File: config.mk
export PLATFORM = sky130hd
export DESIGN_NAME = adct_ctrl
export DESIGN_NICKNAME = d
export VERILOG_FILES = /design/src/verilog/adct_pkg.sv /design/src/verilog/adct_ctrl.sv /design/src/verilog/adct_tick.sv
export SDC_FILE = /design/constraint.sdc
export NUM_CORES = 1
export LEC_CHECK = 0
export ABC_AREA = 1
export BUFFER_PORTS_ARGS = -buffer_cell sky130_fd_sc_hd__buf_2
export CORE_AREA = 2 2 124 126
export CTS_CLUSTER_DIAMETER = 100
export CTS_CLUSTER_SIZE = 40
export DETAILED_ROUTE_END_ITERATION = 8
export DIE_AREA = 0 0 126 128
export SYNTH_ARGS = -nofsm -noshare
export SYNTH_HDL_FRONTEND = slang
export SYNTH_SLANG_ARGS = --single-unit
File: constraint.sdc
create_clock -name i_clk -period 4 [get_ports i_clk]
set_input_delay 0.8 -clock i_clk [delete_from_list [all_inputs] [get_ports i_clk]]
set_output_delay 0.8 -clock i_clk [all_outputs]
set_load 0.05 [all_outputs]
File: src/verilog/adct_pkg.sv
package adct_pkg;
  // control word field layout
  localparam int CTL_W       = 16;
  localparam int CCS_HI      = 15;
  localparam int CCS_LO      = 14;
  localparam int SCS_HI      = 13;
  localparam int SCS_LO      = 12;
  localparam int RES_W       = 10;
  localparam logic [CTL_W-1:0] CTL_RST = 16'h0000;

  // conversion clock codes
  localparam logic [1:0] CCS_24    = 2'h0;
  localparam logic [1:0] CCS_RSVD  = 2'h1;
  localparam logic [1:0] CCS_96    = 2'h2;
  localparam logic [1:0] CCS_48    = 2'h3;

  // timing in phase times; one i_clk edge is one phase time
  localparam int PT_CC_24    = 24;
  localparam int PT_CC_48    = 48;
  localparam int PT_CC_96    = 96;
  localparam int CONV_STEPS  = 14;
  localparam int SAMPLE_SC   = 2;
  localparam int LOAD_PT     = 4;
  localparam int CNT_W       = 16;
  localparam int CAL_RUNS    = 4;

  localparam logic [RES_W-1:0] RES_ZERO = 10'h000;
  localparam logic [RES_W-1:0] RES_FULL = 10'h3ff;

  typedef enum logic [2:0] {ST_IDLE, ST_SAMPLE, ST_CONVERT, ST_LOAD, ST_DONE} adct_state_t;
endpackage

File: src/verilog/adct_ctrl.sv
`timescale 1ns/100ps
// Operation
// (RULE_01) conversion clock from field: 24/96/48 phases
// (RULE_02) software never writes reserved code 01
// (RULE_03) sample clock is 1/2/4/8 conversion clocks
// (RULE_04) sampling window exactly two sample clocks
// (RULE_05) conversion lasts 14 tcc plus window plus 4
// (RULE_06) input ignored after sampling window closes
// (RULE_07) under/over range saturates to 000/3ff
// (RULE_08) every timing counted in phase times
// (RULE_09) calibration sequence runs after reset
// (RULE_10) result written first, then done signalled
module adct_ctrl
(
  // clock and reset
  input  wire logic                        i_clk,
  input  wire logic                        i_sys_rst,
  // control word and start
  input  wire logic [adct_pkg::CTL_W-1:0]  i_ctl_word,
  input  wire logic                        i_start,
  // comparator side (analog, unsynchronised)
  input  wire logic                        i_cmp_hi,
  input  wire logic                        i_under_range,
  input  wire logic                        i_over_range,
  // analog front end control
  output logic                             o_sample_en,
  output logic [adct_pkg::RES_W-1:0]       o_dac_code,
  // status and result
  output logic                             o_busy,
  output logic                             o_calibrating,
  output logic                             o_done,
  output logic [adct_pkg::RES_W-1:0]       o_result
);
  import adct_pkg::*;

  adct_state_t       state_r;
  logic [CNT_W-1:0]  tcc_r;
  logic [CNT_W-1:0]  tsc_r;
  logic [CNT_W-1:0]  cnt_r;
  logic [4:0]        step_r;
  logic [RES_W-1:0]  sar_r;
  logic [2:0]        cal_r;
  logic              cmp_m_r, cmp_s_r;
  logic              und_m_r, und_s_r;
  logic              ovr_m_r, ovr_s_r;
  logic              und_h_r, ovr_h_r;
  logic              cc_tick;
  logic              pending;

  // phase-time count of one conversion clock
  function automatic logic [CNT_W-1:0] cc_period(input logic [1:0] code);
    case (code)
      CCS_96:  cc_period = CNT_W'(PT_CC_96);  // [RULE_01]
      CCS_48:  cc_period = CNT_W'(PT_CC_48);  // [RULE_01]
      // reserved code falls back to fastest setting [RULE_02]
      default: cc_period = CNT_W'(PT_CC_24);  // [RULE_01]
    endcase
  endfunction

  // analog comparator outputs pass two flops
  always_ff @(posedge i_clk)
  begin
    cmp_m_r <= i_cmp_hi;
    cmp_s_r <= cmp_m_r;
    und_m_r <= i_under_range;
    und_s_r <= und_m_r;
    ovr_m_r <= i_over_range;
    ovr_s_r <= ovr_m_r;
  end

  // timing latched at start so a mid-run write cannot skew it [RULE_08]
  always_ff @(posedge i_clk)
  begin
    if (i_sys_rst)
    begin
      tcc_r <= CNT_W'(PT_CC_24);
      tsc_r <= CNT_W'(PT_CC_24);
    end
    else if (state_r == ST_IDLE)
    begin
      tcc_r <= cc_period(i_ctl_word[CCS_HI:CCS_LO]);
      tsc_r <= cc_period(i_ctl_word[CCS_HI:CCS_LO]) << i_ctl_word[SCS_HI:SCS_LO];  // [RULE_03]
    end
  end

  // divider restarts on each convert entry, so every step gets a full period
  adct_tick u_cc_tick (
    .i_clk     (i_clk),
    .i_sys_rst (i_sys_rst),
    .i_run     (state_r == ST_CONVERT),
    .i_period  (tcc_r),
    .o_tick    (cc_tick)
  );

  // calibration conversions run back to back after reset [RULE_09]
  assign pending = i_start || (cal_r != 3'h0);

  always_ff @(posedge i_clk)
  begin
    if (i_sys_rst)
    begin
      state_r <= ST_IDLE;
      cnt_r   <= '0;
      step_r  <= '0;
      cal_r   <= 3'(CAL_RUNS);
    end
    else
    begin
      case (state_r)
        ST_IDLE:
        begin
          cnt_r  <= '0;
          step_r <= '0;
          if (pending)
            state_r <= ST_SAMPLE;
        end
        ST_SAMPLE:
        begin
          // window of two sample clocks [RULE_04]
          if (cnt_r == CNT_W'(SAMPLE_SC * tsc_r - 16'h0001))
          begin
            cnt_r   <= '0;
            state_r <= ST_CONVERT;
          end
          else
            cnt_r <= cnt_r + 16'h0001;
        end
        ST_CONVERT:
        begin
          // fourteen conversion clocks [RULE_05]
          if (cc_tick)
          begin
            if (step_r == 5'(CONV_STEPS - 1))
              state_r <= ST_LOAD;
            step_r <= step_r + 5'h01;
          end
        end
        ST_LOAD:
        begin
          // four phase times to load result [RULE_05]
          if (cnt_r == CNT_W'(LOAD_PT - 1))
            state_r <= ST_DONE;
          cnt_r <= cnt_r + 16'h0001;
        end
        ST_DONE:
        begin
          state_r <= ST_IDLE;
          if (cal_r != 3'h0)
            cal_r <= cal_r - 3'h1;
        end
        default: state_r <= ST_IDLE;
      endcase
    end
  end

  // range flags caught only inside the window [RULE_06]
  always_ff @(posedge i_clk)
  begin
    if (i_sys_rst)
    begin
      und_h_r <= 1'h0;
      ovr_h_r <= 1'h0;
    end
    else if (state_r == ST_SAMPLE)
    begin
      und_h_r <= und_s_r;
      ovr_h_r <= ovr_s_r;
    end
  end

  // successive approximation, msb first; comparator sees held sample [RULE_06]
  always_ff @(posedge i_clk)
  begin
    if (i_sys_rst || state_r == ST_SAMPLE)
      sar_r <= RES_ZERO;
    else if (state_r == ST_CONVERT && cc_tick && step_r < 5'(RES_W))
      sar_r[RES_W-1-step_r] <= cmp_s_r;
  end

  always_ff @(posedge i_clk)
  begin
    if (i_sys_rst)
      o_dac_code <= RES_ZERO;
    else if (state_r == ST_CONVERT && step_r < 5'(RES_W))
      o_dac_code <= sar_r | (RES_W'(1) << (RES_W - 1 - step_r));
    else
      o_dac_code <= RES_ZERO;
  end

  // result loads at end of load phase, done one cycle later [RULE_10]
  always_ff @(posedge i_clk)
  begin
    if (i_sys_rst)
      o_result <= RES_ZERO;
    else if (state_r == ST_LOAD && cnt_r == CNT_W'(LOAD_PT - 1))
    begin
      if (und_h_r)
        o_result <= RES_ZERO;  // [RULE_07]
      else if (ovr_h_r)
        o_result <= RES_FULL;  // [RULE_07]
      else
        o_result <= sar_r;
    end
  end

  always_ff @(posedge i_clk)
  begin
    if (i_sys_rst)
    begin
      o_done        <= 1'h0;
      o_busy        <= 1'h0;
      o_sample_en   <= 1'h0;
      o_calibrating <= 1'h1;
    end
    else
    begin
      o_done        <= (state_r == ST_DONE) && (cal_r == 3'h0);  // [RULE_10]
      o_busy        <= (state_r != ST_IDLE) || pending;
      o_sample_en   <= (state_r == ST_SAMPLE);  // [RULE_04]
      o_calibrating <= (cal_r != 3'h0);  // [RULE_09]
    end
  end
endmodule

File: src/verilog/adct_tick.sv
`timescale 1ns/100ps
// divider: one-cycle tick every i_period clocks while running
module adct_tick
(
  // clock and reset
  input  wire logic                        i_clk,
  input  wire logic                        i_sys_rst,
  // control
  input  wire logic                        i_run,
  input  wire logic [adct_pkg::CNT_W-1:0]  i_period,
  // tick
  output logic                             o_tick
);
  import adct_pkg::*;

  logic [CNT_W-1:0] cnt_r;

  always_ff @(posedge i_clk)
  begin
    if (i_sys_rst || !i_run)
    begin
      cnt_r  <= '0;
      o_tick <= 1'h0;
    end
    else if (cnt_r == i_period - 16'h0001)
    begin
      cnt_r  <= '0;
      o_tick <= 1'h1;
    end
    else
    begin
      cnt_r  <= cnt_r + 16'h0001;
      o_tick <= 1'h0;
    end
  end
endmodule
**Yosys cells after proc, flatten, opt, wreduce, memory -nomap -nowiden**

Cells that the tools add are included.

- Add/subtract/negate cells: 7
- $mul: 0
- Divide/modulo/power cells: 0
- $lt $le $gt $ge: 3
- Eq/ne operators: 15
- Shift-type cells: 2
- Muxes and demuxes: 19
- Bitwise operators: 2
- Reductions and logical operators: 22

Operators with widths:

| operator | count |
|---|---|
| 16-bit 2-to-1 mux | 3 |
| 16-bit one-hot mux with 3 select lines | 1 |
| 16-bit by 1-bit adder with 16-bit output (second input constant) | 2 |
| 16-bit equality test | 2 |
| 32-bit by 1-bit greater-or-equal comparator with 1-bit output (second input constant) | 1 |
| 32-bit by 5-bit < comparator with 1-bit output (second input constant) | 1 |
| 1-bit by 32-bit left shift with 10-bit output (first input constant) | 1 |
| 16-bit by 1-bit subtractor with 16-bit output (second input constant) | 2 |
| 10-bit 2-to-1 mux | 2 |
| 16-bit by 2-bit equality test with 1-bit output (second input constant) | 1 |
| 16-bit by 2-bit left shift with 15-bit output | 1 |
| 3-bit 2-to-1 mux | 5 |
| 7-bit one-hot mux with 2 select lines | 1 |
| 3-bit one-hot mux with 4 select lines | 1 |
| 10-bit bitwise mux | 1 |
| 2-bit != test (second input constant) | 5 |
| 10-bit bitwise OR | 1 |
| 5-bit one-hot mux with 2 select lines | 1 |
| 3-bit nonzero test | 3 |
| 3-bit by 2-bit equality test with 1-bit output (second input constant) | 2 |
| 1-bit logical AND | 6 |
| 3-bit logical NOT | 2 |
| 4-bit by 5-bit subtractor with 6-bit output (first input constant) | 1 |
| 5-bit by 1-bit adder with 5-bit output (second input constant) | 1 |
| other kinds (16) | 23 |

- Flip-flop bits (word level): 117
- Bits in latches: 0
- Memory bits (writable): 0
- ROM bits: 0
- Logic and storage cells: 93
- Memories: 0

**Depth between registers and ports, before layout**

- Word-level depth: 6
- Mapped depth: 15
- Depth with buffers taken out: 14

**Cells and area by module**

A second synthesis with hierarchy kept.

- Cells, all modules: 773
- Area total of the unflattened synthesis: 5351.4 um^2

Modules (own cells, without submodules):

| module | instances | cells an instance | area an instance (um^2) | seq. area each (um^2) |
|---|---|---|---|---|
| adct_ctrl | 1 | 539 | 3908.7 | 1601.5 |
| adct_tick | 1 | 234 | 1442.6 | 340.3 |

**Worst setup path before layout**

OpenSTA, ideal clock, no wires.

- Path kind: reg2reg
- From: reg step_r[1]
- To: reg sar_r[0]
- Library setup time: 0.091 ns
- Arrival time: 1.660 ns
- Required time: 3.909 ns
- Slack: 2.249 ns
- Stages on the path, launching flop included: 9
- Path buffers: 0
- Clock period less this slack: 1.751 ns
- Cell sequence: dfxtp_1 -> inv_1 -> ha_1 -> or2_2 -> nand2_2 -> nor2_1 -> nand2_1 -> inv_1 -> a311oi_1

- Longest elaborated chain between the ends: 6

RTL lines:

| item | line | text |
|---|---|---|
| from (decl) | adct_ctrl.sv:40 | `logic [4:0] step_r;` |
| from (signal assigned) | adct_ctrl.sv:135 | `step_r <= step_r + 5'h01;` |
| 4-bit by 5-bit subtractor with 6-bit output | adct_ctrl.sv:177 | `sar_r[RES_W-1-step_r] <= cmp_s_r;` |
| 32-bit by 1-bit greater-or-equal comparator with 1-bit output (not written as such) / 32-bit by 5-bit < comparator with 1-bit output (equally long branches) | adct_ctrl.sv:177 |  |
| 1-bit logical AND (not written as such) | adct_ctrl.sv:177 |  |
| 1-bit 2-to-1 mux (not written as such) | adct_ctrl.sv:177 |  |
| 1-bit demux with 4-bit select | adct_ctrl.sv:177 |  |
| 10-bit bitwise mux | adct_ctrl.sv:177 |  |
| to (signal, indexed assignment) | adct_ctrl.sv:177 |  |
| to (decl) | adct_ctrl.sv:41 | `logic [RES_W-1:0] sar_r;` |

Parallel ways exist; a longest one is shown, timed or not.
A chain may end at the register's enable or synchronous reset.

**Worst setup path after layout**

- From: reg state_r[0]
- To: reg o_result[5] (netlist name)

- Longest elaborated chain between the ends: 2

RTL lines:

| item | line | text |
|---|---|---|
| from (decl) | adct_ctrl.sv:36 | `adct_state_t state_r;` |
| from (signal assigned) | adct_ctrl.sv:102 | `state_r <= ST_IDLE;` |
| from (signal assigned) | adct_ctrl.sv:115 | `state_r <= ST_SAMPLE;` |
| from (signal assigned) | adct_ctrl.sv:123 | `state_r <= ST_CONVERT;` |
| 3-bit by 2-bit equality test with 1-bit output | adct_ctrl.sv:195 | `else if (state_r == ST_LOAD && cnt_r == CNT_W'(LOAD_PT - 1))` |
| 1-bit logical AND | adct_ctrl.sv:195 |  |
| to (signal assigned) | adct_ctrl.sv:202 | `o_result <= sar_r;` |
| to (decl) | adct_ctrl.sv:32 | `output logic [adct_pkg::RES_W-1:0] o_result` |

Every way passes these cells.

==> metrics.cfg <==
[die]
start_util_pct = 34.08
die_x_um = 126
core_um2 = 14860
die_area_um2 = 16130
io_pins = 46
row_count = 45
die_h_um = 128

[timing]
worst_pin_slew_ns = 1.017
setup_viol = 0
fin_crit_sh_pct = 56.29
fin_setup_tns_ns = 0
rsz0062_at_grt = no
slew_violations = 0
fmax_mhz = 444.1
setup_ws_ns = 1.748
finalHoldWorstSlack_ns = 0.3259
finalHoldViolations = 0
slew_headroom_pct = 31.95
min_period_ns = 2.252
skew_ns = 0.006789

[worst_setup_path]
cp-end-kind = flop
slowest_delay_ns = 0.57
cp_max_fo = 20
crit_type = reg2reg
worst-endpoint-required_ns = 4.24
crit_family = simple AND/OR/NAND/NOR gates
r2r_start = state_r[0]
arrival_ns = 2.49
startpoint_type = flop
r2r_slack_ns = 1.75
path_cells = inv_1, nor2_1, inv_1, nor2_2, nand3_1, inv_1, a21oi_1, o21a_1
cpMostUsedCell = inv_1
ff2ff_path_depth = 8
path_buf_inv = 3
r2r-end = o_result[5]
cpMaxStageDelayCell = nor2_2

[yosys]
syn_area_um2 = 5066
ys_types = 40
synth.avg_cell_area_um2 = 6.997
ys_seq_area_share_pct = 38.33
ys_seq_elements = 97
synthCells = 724
yosysWarnings = 0
syn_nets = 759

[detailed_routing]
drt_iter0_drc = 217
detail_route.wl_per_cell_um = 11.47
via_per_inst = 4.624
routed_wl_um = 10840
ant_nets = 0
drc_errors = 0
vias = 4370
detail_route.first_pass.iterations = 5

[place]
place_ws_ns = 1.502
port_buffers = 33
numPlacedInstances = 929
gp_congestion = 0.8393
dp.final_hpwl_um = 8099

[clock_network]
clock-sinks = 97
clk_latency_ns = 0.35
cts_post_setup_buffers_inserted = 0
clockRootBuffer = clkbuf_16
cts_buffers = 9
cts.htree.levels = 3
cts_resized = 0
cts_buffer_depth = 2
cts.clk_slew.worst_paths_ns = 0.07
cts_tree = done
hold_buffers = 0

[global_routing]
grt_max_degree = 22
met2_usage_pct = 23.53
met3_usage_pct = 2.379
antenna_found_initial = 0
grt-ovfl-total = 0
met1_usage_pct = 18.27
track_usage_pct = 14.02
grt.busiest_layer = met2
grt_pass1_vias = 4110
grt_first_pass_wirelength_um = 18670

[power_and_ir_drop]
ir_drop_uv = 223.9
powerDensity_nw_per_um2 = 457.4
p_leak_nw = 2.500

[layout]
drive_gt1_share_pct = 11.23
n_antenna_cell = 0
fill_cells = 1607
layout_commonest_cell = nand2_1
area_growth_syn_to_layout_pct = 12.87
final_cell_mix = 148 x nand2_1, 106 x inv_1, 97 x dfxtp_1, 72 x nor2_1, 58 x a21oi_1
finalNonFillerCells = 945
nets = 787

[outcome]
status = finished, final reports clean

[run]
maxCapViolCount = 0

[min_path]
hp-start = und_m_r
hold_depth = 0
hold_end = und_s_r
hold_class = reg2reg

kinds of logic after synthesis:
group / share of synthesized area [%]
and+or+nand+nor: 30.33
buffers and inverters: 10.57
AOI/OAI and AO/OA: 13.07
DFF: 38.33
xor gates and xnor gates: 4.495
adders and majority gates: 3.211
worst register-to-register path, stage by stage (launching register included):
cell	delay [ns]
dfxtp_1	0.32
inv_1	0.06
nor2_1	0.11
inv_1	0.11
nor2_2	0.57
nand3_1	0.22
inv_1	0.46
a21oi_1	0.15
o21a_1	0.13
layer usage:
layer / wire [um] / vias up
met1: 5371 / 1927
met3: 318 / 13
met5: 0 / -
met2: 4961 / 40
li1: - / 2390
met4: 184 / 0
worst max-delay path by stage:
stage                             end       start  cells after the start
final                     o_result[5]  state_r[0]                      8
after global routing      o_result[5]  state_r[0]                      8
after CTS                 o_result[5]  state_r[0]                      8
after detailed placement     tsc_r[5]   i_sys_rst                      7
after global placement       tsc_r[5]   i_sys_rst                      7
after floorplan              sar_r[0]   step_r[1]                      8
state kept, by name, indices dropped and copies added, names as in the netlist, 4 cells and up:
| register | flops |
|---|---|
| cnt_r | 16 |
| o_dac_code | 10 |
| o_result | 10 |
| sar_r | 10 |
| step_r | 5 |
| tcc_r | 4 |
| tsc_r | 7 |
| u_cc_tick.cnt_r | 16 |
power breakdown:
group	total [mW]	internal, mW	leakage (nW)	switching [mW]
clock	0.993	0.615	0.163	0.378
sequential	1.08	1.03	0.788	0.0575
combinational	0.538	0.170	1.55	0.368
total	2.62	1.81	2.50	0.803
per-stage QoR:
stage	power [mW]	utilization [%]	cell area, um^2
CTS	2.651	38.47	5718
finish	2.615	38.47	5718
floorplan	1.545	-	5066
global route	2.771	38.47	5718
detailed placement	1.650	36.15	5374
global placement	1.648	36.15	5374
synthesized netlist by cell type (all sizes together):
cell type | instances | area (um^2)
nand2 | 152 | 580.6
inv | 112 | 420.4
dfxtp | 97 | 1942
nor2 | 85 | 366.6
nand3 | 64 | 372.9
a21oi | 58 | 290.3
o21ai | 38 | 190.2
xor2 | 18 | 157.7
nor3 | 17 | 96.35
ha | 13 | 162.7
buf | 12 | 82.57
nand4 | 11 | 68.82
o21a | 10 | 75.07
xnor2 | 8 | 70.07
clkbuf | 6 | 25.02
nor4 | 5 | 31.28
a311oi | 3 | 26.28
clkinv | 2 | 7.510
o211ai | 2 | 15.01
o32ai | 2 | 17.52
or2 | 2 | 12.51
a211oi | 1 | 7.510
a22o | 1 | 8.760
a31oi | 1 | 6.260
nand3b | 1 | 7.510
o211a | 1 | 10.01
o21bai | 1 | 7.510
o31ai | 1 | 7.510
layout make-up:
type	count	area, um^2	area share, %
clock inverter	6	115.1	2.013
sequential	97	1942	33.96
tap	188	235.2	4.114
clock buffer	10	229.0	4.004
multi-input combinational	495	2589	45.27
inverter	114	427.9	7.484
timing repair buffer	35	180.2	3.151
No activity file was read; power rests on OpenSTA's default activity.
